===== src/inc/fsw_defs.svh =====
`ifndef FSW_DEFS_SVH
`define FSW_DEFS_SVH
`define FSW_CLK_HZ       25000000
`define FSW_TICK_MS      1
`define FSW_TICK_CYCLES  ((`FSW_CLK_HZ / 1000) * `FSW_TICK_MS)
`define FSW_TIMEOUT_MAX  16'hFFFE
`define FSW_ACT_IND      2'h0
`define FSW_ACT_TTL      2'h1
`define FSW_ACT_SHD      2'h2
`define FSW_SAFE_LOW     2'h0
`define FSW_SAFE_HIGH    2'h1
`define FSW_SAFE_HIZ     2'h2
`endif


===== src/inc/fsw_pkg.sv =====
package fsw_pkg;
   typedef logic [1:0] fsw_act_t;
   typedef logic [1:0] fsw_safe_t;
   typedef enum logic [2:0] {
      FSW_IDLE    = 3'b001,
      FSW_ARMED   = 3'b010,
      FSW_EXPIRED = 3'b100
   } fsw_wd_e;
endpackage


===== src/inc/fsw_tick_if.sv =====
`timescale 1ns/10ps
interface fsw_tick_if;
   logic tick;
   logic clr;
   modport src (input clr, output tick);
   modport dst (input tick, output clr);
endinterface


===== src/rtl/fsw_top.sv =====
`timescale 1ns/10ps
`include "fsw_defs.svh"
module fsw_top
   import fsw_pkg::*;
#(
   parameter int N_TTL       = 9,
   parameter int N_ISO       = 4,
   parameter int TICK_CYCLES = `FSW_TICK_CYCLES
) (
   input  wire logic                 mclk,
   input  wire logic                 rst,
   input  wire logic                 shd_enable,
   input  wire logic                 shd_input,
   input  wire logic                 wd_arm,
   input  wire logic                 wd_disarm,
   input  wire logic                 wd_service,
   input  wire logic [15:0]          wd_timeout,
   input  wire logic [1:0]           wd_action,
   input  wire logic [2*N_TTL-1:0]   ttl_safe,
   input  wire logic [N_ISO-1:0]     iso_safe,
   input  wire logic [N_TTL-1:0]     ttl_norm,
   input  wire logic [N_TTL-1:0]     ttl_norm_oe_n,
   input  wire logic [N_ISO-1:0]     iso_norm,
   output logic [N_TTL-1:0]          ttl_out,
   output logic [N_TTL-1:0]          ttl_oe_n,
   output logic [N_ISO-1:0]          iso_out,
   output logic                      wd_flag,
   output logic                      wd_ttl_out,
   output logic                      halt,
   output logic                      fault,
   output logic                      ext_shd_seen,
   output logic                      wd_expired_out
);
   // ************************************************************
   // millisecond tick
   // ************************************************************
   fsw_tick_if tk ();
   fsw_tick #(.TICK_CYCLES(TICK_CYCLES)) u_tick (
      .mclk (mclk),
      .rst  (rst),
      .tk   (tk)
   );

   fsw_wd_e     st_reg;
   logic [15:0] ms_reg;
   fsw_act_t    act_reg;
   logic        shd_in_d_reg;
   logic        ext_reg;
   logic        wdf_reg;
   logic        flt_reg;

   assign tk.clr = (st_reg != FSW_ARMED) || wd_service;

   function automatic logic [15:0] fsw_limit(input logic [15:0] t);
      // zero means shortest step, clamp to the maximum
      if (t == 16'h0000)
         return 16'h0001;
      else if (t > `FSW_TIMEOUT_MAX)
         return `FSW_TIMEOUT_MAX;
      else
         return t;
   endfunction

   // ************************************************************
   // watchdog state
   // ************************************************************
   always_ff @(posedge mclk or posedge rst) begin
      if (rst) begin
         st_reg  <= FSW_IDLE;
         ms_reg  <= 16'h0000;
         act_reg <= `FSW_ACT_IND;
      end else begin
         case (st_reg)
            FSW_IDLE: begin
               ms_reg <= 16'h0000;
               if (wd_arm) begin
                  st_reg  <= FSW_ARMED;
                  act_reg <= wd_action;
               end
            end
            FSW_ARMED: begin
               if (wd_disarm) begin
                  st_reg <= FSW_IDLE;
                  ms_reg <= 16'h0000;
               end else if (wd_service) begin
                  ms_reg <= 16'h0000;
               end else if (tk.tick) begin
                  if (ms_reg + 16'h0001 >= fsw_limit(wd_timeout)) begin
                     st_reg <= FSW_EXPIRED;
                  end
                  ms_reg <= ms_reg + 16'h0001;
               end
            end
            FSW_EXPIRED: begin
               // expiry holds until disarm; service cannot revive it
               if (wd_disarm) begin
                  st_reg <= FSW_IDLE;
                  ms_reg <= 16'h0000;
               end
            end
            default: st_reg <= FSW_IDLE;
         endcase
      end
   end

   wire wd_exp = (st_reg == FSW_EXPIRED);

   // ************************************************************
   // fault capture
   // ************************************************************
   always_ff @(posedge mclk or posedge rst) begin
      if (rst) begin
         shd_in_d_reg <= 1'b1;
         ext_reg      <= 1'b0;
         wdf_reg      <= 1'b0;
         flt_reg      <= 1'b0;
      end else begin
         shd_in_d_reg <= shd_input;
         // only the on-to-off change counts, held low at enable is not a fault
         if (shd_enable && shd_in_d_reg && !shd_input)
            ext_reg <= 1'b1;
         if (wd_exp && act_reg == `FSW_ACT_SHD)
            wdf_reg <= 1'b1;
         // sticky, no software path clears it
         if ((shd_enable && shd_in_d_reg && !shd_input) ||
             (wd_exp && act_reg == `FSW_ACT_SHD))
            flt_reg <= 1'b1;
      end
   end

   wire force_safe = flt_reg && shd_enable;

   // ************************************************************
   // outputs
   // ************************************************************
   always_ff @(posedge mclk or posedge rst) begin
      if (rst) begin
         wd_flag        <= 1'b0;
         wd_ttl_out     <= 1'b0;
         halt           <= 1'b0;
         fault          <= 1'b0;
         ext_shd_seen   <= 1'b0;
         wd_expired_out <= 1'b0;
      end else begin
         wd_flag        <= wd_exp && act_reg == `FSW_ACT_IND;
         wd_ttl_out     <= wd_exp && act_reg == `FSW_ACT_TTL;
         halt           <= ext_reg && shd_enable;
         fault          <= flt_reg;
         ext_shd_seen   <= ext_reg;
         wd_expired_out <= wd_exp || wdf_reg;
      end
   end

   genvar i;
   generate
      for (i = 0; i < N_TTL; i++) begin : g_ttl
         always_ff @(posedge mclk or posedge rst) begin
            if (rst) begin
               ttl_out[i]  <= 1'b0;
               ttl_oe_n[i] <= 1'b1;
            end else if (force_safe) begin
               ttl_out[i]  <= (ttl_safe[2*i +: 2] == `FSW_SAFE_HIGH);
               ttl_oe_n[i] <= (ttl_safe[2*i +: 2] == `FSW_SAFE_HIZ) ||
                              (ttl_safe[2*i +: 2] == 2'h3);
            end else begin
               ttl_out[i]  <= ttl_norm[i];
               ttl_oe_n[i] <= ttl_norm_oe_n[i];
            end
         end
      end
      for (i = 0; i < N_ISO; i++) begin : g_iso
         always_ff @(posedge mclk or posedge rst) begin
            if (rst)
               iso_out[i] <= 1'b0;
            else
               iso_out[i] <= force_safe ? iso_safe[i] : iso_norm[i];
         end
      end
   endgenerate

   // ************************************************************
   // checks
   // ************************************************************
   property p_fault_sticky;
      @(posedge mclk) disable iff (rst) fault |=> fault;
   endproperty
   a_fault_sticky: assert property (p_fault_sticky) else $error("fault cleared");

   property p_ext_shd;
      @(posedge mclk) disable iff (rst)
         (shd_enable && $fell(shd_input)) |=> ##1 (fault && ext_shd_seen);
   endproperty
   a_ext_shd: assert property (p_ext_shd) else $error("shutdown not seen");

   property p_no_shd_disabled;
      @(posedge mclk) disable iff (rst)
         (!shd_enable && !flt_reg) |=> !ext_reg;
   endproperty
   a_no_shd_disabled: assert property (p_no_shd_disabled) else $error("fault while off");

   property p_iso_safe;
      @(posedge mclk) disable iff (rst)
         force_safe |=> (iso_out == $past(iso_safe));
   endproperty
   a_iso_safe: assert property (p_iso_safe) else $error("iso not safe");

   property p_iso_norm;
      @(posedge mclk) disable iff (rst)
         !force_safe |=> (iso_out == $past(iso_norm));
   endproperty
   a_iso_norm: assert property (p_iso_norm) else $error("iso changed");

   property p_flag_disarm;
      @(posedge mclk) disable iff (rst)
         (wd_exp && wd_disarm) |=> ##1 (!wd_flag && !wd_ttl_out);
   endproperty
   a_flag_disarm: assert property (p_flag_disarm) else $error("flag kept");

   // the output trails the state by a cycle, so a disarm one edge back also ends it
   property p_ttl_hold;
      @(posedge mclk) disable iff (rst)
         (wd_ttl_out && !wd_disarm && !$past(wd_disarm)) |=> wd_ttl_out;
   endproperty
   a_ttl_hold: assert property (p_ttl_hold) else $error("wd output dropped");

   property p_flag_only_ind;
      @(posedge mclk) disable iff (rst)
         wd_flag |-> !wd_ttl_out;
   endproperty
   a_flag_only_ind: assert property (p_flag_only_ind) else $error("two actions");

   property p_disarm_keeps;
      @(posedge mclk) disable iff (rst)
         (ext_reg && wd_disarm) |=> ext_reg;
   endproperty
   a_disarm_keeps: assert property (p_disarm_keeps) else $error("disarm cleared");

   property p_service;
      @(posedge mclk) disable iff (rst)
         (st_reg == FSW_ARMED && wd_service && !wd_disarm) |=> (ms_reg == 16'h0000);
   endproperty
   a_service: assert property (p_service) else $error("service ignored");
endmodule


===== src/rtl/fsw_tick.sv =====
`timescale 1ns/10ps
`include "fsw_defs.svh"
module fsw_tick #(
   parameter int TICK_CYCLES = `FSW_TICK_CYCLES
) (
   input  wire logic mclk,
   input  wire logic rst,
   fsw_tick_if.src   tk
);
   logic [31:0] cnt_reg;
   logic        tick_reg;
   assign tk.tick = tick_reg;

   // restart on clear so a service yields a full first millisecond
   always_ff @(posedge mclk or posedge rst) begin
      if (rst) begin
         cnt_reg  <= 32'h0000_0000;
         tick_reg <= 1'b0;
      end else if (tk.clr) begin
         cnt_reg  <= 32'h0000_0000;
         tick_reg <= 1'b0;
      end else if (cnt_reg == 32'(TICK_CYCLES - 1)) begin
         cnt_reg  <= 32'h0000_0000;
         tick_reg <= 1'b1;
      end else begin
         cnt_reg  <= cnt_reg + 32'h0000_0001;
         tick_reg <= 1'b0;
      end
   end
endmodule


===== config.mk =====
export PLATFORM = sky130hd
export DESIGN_NAME = fsw_top
export DESIGN_NICKNAME = d
export VERILOG_FILES = /design/src/inc/fsw_pkg.sv /design/src/inc/fsw_tick_if.sv /design/src/rtl/fsw_top.sv /design/src/rtl/fsw_tick.sv
export VERILOG_INCLUDE_DIRS = /design/src /design/src/inc
export SDC_FILE = /design/constraint.sdc
export NUM_CORES = 1
export LEC_CHECK = 0
export ABC_AREA = 1
export BUFFER_PORTS_ARGS = -buffer_cell sky130_fd_sc_hd__buf_2
export CELL_PAD_IN_SITES_DETAIL_PLACEMENT = 0
export CELL_PAD_IN_SITES_GLOBAL_PLACEMENT = 2
export CORE_ASPECT_RATIO = 1.75
export CORE_MARGIN = 2
export CORE_UTILIZATION = 32
export DETAILED_ROUTE_END_ITERATION = 8
export HOLD_SLACK_MARGIN = 0.02
export PLACE_DENSITY = 0.83
export SETUP_SLACK_MARGIN = 0.2
export SLEW_MARGIN = 20
export SYNTH_ARGS = -nofsm -noshare
export SYNTH_HDL_FRONTEND = slang
export SYNTH_SLANG_ARGS = --single-unit
export TNS_END_PERCENT = 50

===== constraint.sdc =====
create_clock -name mclk -period 3.35 [get_ports mclk]
set_input_delay 0.5025 -clock mclk [delete_from_list [all_inputs] [get_ports mclk]]
set_output_delay 0.5025 -clock mclk [all_outputs]
set_load 0.005 [all_outputs]

Word-level counts from Yosys, hierarchy flattened
Index checks and enable logic that the tools add are counted.
{"block": "totals", "ff_bits": 86, "in_bits": 69, "out_inout_bits": 28, "elab_cells": 151}
{"block": "op_classes", "addsub": 2, "order_cmp": 2, "n_eq_ne": 40, "muxes": 44, "n_reduce_logical": 26}
{"operator": "$mux W16", "count": 10}
{"operator": "$mux W32", "count": 2}
{"operator": "$pmux W16 S3", "count": 1}
{"operator": "$eq A2 B2 Y1 const B", "count": 19}
{"operator": "$add A32 B1 Y32 const B", "count": 1}
{"operator": "$eq A32 B15 Y1 const B", "count": 1}
{"operator": "$mux W1", "count": 24}
{"operator": "$eq A2 B1 Y1 const B", "count": 10}
{"operator": "$mux W3", "count": 6}
{"operator": "$add A16 B1 Y16 const B", "count": 1}
{"operator": "$ge A16 B16 Y1", "count": 1}
{"operator": "$gt A16 B16 Y1 const B", "count": 1}
{"operator": "$logic_not A16 Y1", "count": 1}
{"operator": "$logic_or A1 B1 Y1", "count": 12}
{"operator": "$pmux W3 S3", "count": 1}
{"operator": "$logic_and A1 B1 Y1", "count": 7}
{"operator": "$ne A3 B2 Y1 const B", "count": 2}
{"operator": "$ne A3 B3 Y1 const B", "count": 2}
{"operator": "$reduce_and A5 Y1", "count": 1}
{"operator": "$ne A2 B2 Y1 const B", "count": 2}
{"operator": "$ne A4 B3 Y1 const B", "count": 1}
{"operator": "$eq A3 B1 Y1 const B", "count": 1}
{"operator": "$eq A3 B2 Y1 const B", "count": 1}
{"operator": "$eq A3 B3 Y1 const B", "count": 1}
{"operator": "5 further kinds", "count": 5}

Logic depth before layout (Yosys ltp)
{"block": "depth", "word_depth": 13, "ltp_mapped": 18, "mapped_depth_nobuf": 18}

Hierarchy
From an unflattened synthesis, not the netlist that was laid out.
{"block": "unflattened", "cells_unflattened": 658, "hier_area_um2": 4982.3}
{"module": "fsw_top", "instances": 1, "cells_each": 348, "area_per_inst_um2": 2889.0, "seq_area_each_um2": 1340.0}
{"module": "fsw_tick", "instances": 1, "cells_each": 310, "area_per_inst_um2": 2093.3, "seq_area_each_um2": 825.8}

Least setup slack after synthesis
OpenSTA, ideal clock, no wires.
{"block": "synth_path", "path_type": "flip-flop to flip-flop", "startpoint": "register ms_reg[0]", "endpoint": "register st_reg[1]", "arrival_ns": 1.994, "setup_slack_ns": 1.236, "path_stages_with_launch": 19, "path_buffers": 0, "period_less_slack_ns": 2.114, "cell_sequence": "dfrtp_1 -> ha_1 -> nand3_1 -> inv_1 -> nand2_1 -> nor2_1 -> nand2_1 -> nand2_1 -> nand2_1 -> ha_1 -> nand2_1 -> inv_1 -> nand3_1 -> a21oi_1 -> nor2_1 -> nand2_1 -> nand2_1 -> nand2_1 -> nand2_1"}
{"block": "synth_via", "elab_chain_cells": 4}
{"element": "start: declaration", "line_no": "fsw_top.sv:45", "rtl": "logic [15:0] ms_reg;"}
{"element": "start signal: assignment", "line_no": "fsw_top.sv:91", "rtl": "ms_reg <= ms_reg + 16'h0001;"}
{"element": "$add A16 B1 Y16", "line_no": "fsw_top.sv:88", "rtl": "if (ms_reg + 16'h0001 >= fsw_limit(wd_timeout)) begin"}
{"element": "$ge A16 B16 Y1", "line_no": "fsw_top.sv:88"}
{"element": "$ne A3 B3 Y1 (no source line)"}
{"element": "$reduce_and A5 Y1 (no source line)"}
{"element": "end signal: assignment", "line_no": "fsw_top.sv:89", "rtl": "st_reg <= FSW_EXPIRED;"}
{"element": "end signal: assignment", "line_no": "fsw_top.sv:97", "rtl": "st_reg <= FSW_IDLE;"}
{"element": "end signal: assignment", "line_no": "fsw_top.sv:101", "rtl": "default: st_reg <= FSW_IDLE;"}
{"element": "end: declaration", "line_no": "fsw_top.sv:44", "rtl": "fsw_wd_e st_reg;"}
No other way between the ends.
A chain may end at the register's enable or synchronous reset.

Final worst setup path
Same ends and word-level chain as after synthesis.

==> results.md <==
- Initial Util: 32.39%
- Run status: completed
- Initial antenna violation count: 0
- Mapped Area: 4782 µm²
- Final Util: 39.08%
- Mapped Avg Cell Area: 7.878 µm²
- Antenna Nets Post-Route: 0
- CP Max Fanout: 5
- Internal power: 0.001791 W
- Clk slew on worst S/H paths: 70 ps
- Net count after synthesis: 694
- Fillers: 1583
- Routed Wire Length: 13230 µm
- Seq/Total Area, Yosys: 45.29%
- Most common library cell in the layout ignoring fill and taps: nand2_1
- Wl on met1: 4690 µm
- Syn-to-layout area delta: 20.67%
- Clk_lat worst skew: 340 ps
- Highest metal used: met4
- Relative slew slack: 35.61%
- Worst Skew: 12.81 ps
- WS Path Type: flip-flop to flip-flop
- Max IR drop VDD: 0.2563 mV
- CP Capture Type: flip-flop
- Wire length on met2: 8013 µm
- Final hold vios: 0
- PwrDens: 442.8 nW/µm²
- I/O Pins: 97
- RSZ-0062 raised after global routing: false
- Worst Tran Pin Value: 964.8 ps
- DR WL met3: 212 µm
- Clock power share: 38.4%
- Largest net degree at the start of global routing: 56
- Total Die Area: 15980 µm²
- Setup-failing EPs final: 0
- Most frequent cells in the layout: nand2_1, nor2_1, buf_2
- PortBufs: 96
- Vias: 4144
- CTS resizes: 0
- CTS Sinks: 86
- Htree depth: 3
- Initial DRC count: 155
- DRC errors left: 0
- GRT Util Overall: 17.29%
- Sw frac: 29.92%
- Setup tns final: 0 ps
- Fin. max-slew vios: 0
- Core area: 14760 µm²
- Final nets: 797
- TritonCTS clock tree: built
- # hold bufs at CTS: 0
- Final Cycle Share: 74.56%
- Root buffer selected by CTS: clkbuf_16
- Num CTS Buffers: 9
- Avg WL per Cell: 14.73 µm
- WP data arrival: 2730 ps
- # diodes: 0
- Routability congestion estimate from global placement: 0.8378
- Max frequency: 400.3 MHz
- Syn Inst Count: 607
- CTS max path bufs: 2
- First-pass GRT wire length: 21000 µm
- Vias in the first global route: 4283
- Required time of the critical path: 3590 ps
- Vias per cell: 4.615
- Total Power: 0.002555 W
- Hold WC Path Type: input port to flip-flop
- Setup bufs post-CTS: 0
- Dpl hpwl: 10770 µm
- Max reg flops: 32
- Distinct cells, synth: 36
- Die width: 96.41 µm
- Seq cells post-synth: 86
- Fin crit period: 2498 ps
- Logic pwr share: 16.7%
- Pre-Repair DR Iteration Count: 4
- Leak: 2.820 nW
- CP Launch Type: flip-flop
- Die H: 165.7 µm
- P_sw: 0.0007646 W
- Proportion of layout cells with a drive suffix above 1: 21.54%
- Sequential power share: 44.9%
- Syn. warnings: 0
- Gr ovfl total: 0
- MaxCap Viol Count: 0
- Row cnt: 59
[layout make-up]
| cell class | count | area [µm²] | area share [%] |
|---|---|---|---|
| sequential | 86 | 2166 | 37.53 |
| timing repair buffer | 98 | 495.5 | 8.586 |
| clock buffer | 10 | 239.0 | 4.141 |
| clock inverter | 6 | 53.80 | 0.9324 |
| multi-input combinational | 431 | 2271 | 39.35 |
| inverter | 84 | 316.6 | 5.486 |
| tap | 183 | 229.0 | 3.968 |
[routing by layer]
layer  up-vias  track usage, %
met3        20           2.001
met1      1957           17.08
met4         0           6.307
li1       2114               -
met5         -               0
met2        53           34.63
[path summary, 6_finish.rpt]
path / startpoint / end / slack (ps) / cells past startpoint
worst max-delay path: ms_reg[0] / st_reg[1] / 850 / 18
worst min-delay path: shd_input / shd_in_d_reg / 260 / 1
worst max register to register: ms_reg[0] / st_reg[1] / 850 / 18
worst min register to register: ext_reg / ext_shd_seen / 400 / 0
max in group asynchronous: rst / ttl_oe_n[8] / 2160 / 3
min in group asynchronous: rst / ms_reg[15] / 340 / 2
[through the flow]
stage / cells / setup WS [ps] / hold slack [ps] / instance area (µm²)
floorplan: 607 / 643.9 / 365.6 / 4782
global placement: 882 / 870.9 / 383.3 / 5478
detailed placement: 882 / 816.5 / 387.4 / 5478
CTS: 898 / 849.2 / 250.8 / 5771
global route: 898 / 609.0 / 249.6 / 5771
finish: 898 / 852.1 / 260.0 / 5771
[power by group through the flow]
stage | clock network (W) | logic [W] | registers [W]
3_5_place_dp | 0 | 0.000439 | 0.00117
4_1_cts | 0.00100 | 0.000439 | 0.00115
2_1_floorplan | 0 | 0.000274 | 0.00116
5_1_grt | 0.00105 | 0.000484 | 0.00116
6_report | 0.000981 | 0.000426 | 0.00115
3_3_place_gp | 0 | 0.000432 | 0.00116
[critical path, stage by stage (launching register included)]
cell	delay, ps
dfrtp_1	430
ha_1	220
nand3_1	110
inv_1	140
nand2_1	100
nor2_1	220
nand2_1	80
nand2_1	60
nand2_1	70
ha_1	280
nand2_1	50
inv_1	60
nand3_1	120
a21oi_1	140
nor2_1	60
nand2_1	110
nand2_1	60
nand2_1	60
nand2_1	40
[Yosys cell counts (all sizes together)]
library cell  instances  area share, %
nor4                  9            1.2
nand2               161             13
o21ai                 8           0.99
nand4                11            1.4
mux2                  1           0.24
a21oi                 8           0.84
clkinv                1          0.078
xnor2                 6            1.1
a22o                  9            1.6
or2                   2           0.31
o22ai                 1           0.13
a211oi                1           0.16
ha                   18            4.7
buf                   2           0.31
clkbuf                4           0.31
nor2                115            9.6
dfstp                11            6.0
xor2                 29            5.3
dfrtp                75             39
o21a                  1           0.16
nand3                23            3.0
inv                  83            6.5
nand3b                6            1.0
nor3                 22            2.8
[cell families after synthesis]
family                     after synthesis  synth area share (%)
buffers and inverters                   90                 7.221
DFF                                     86                 45.29
and+or+nand+nor                        349                 32.21
AOI/OAI and AO/OA                       28                 3.925
xor gates and xnor gates                35                 6.410
muxes                                    1                0.2355
adders and majority gates               18                 4.710
(Power assumes the default switching activity.)
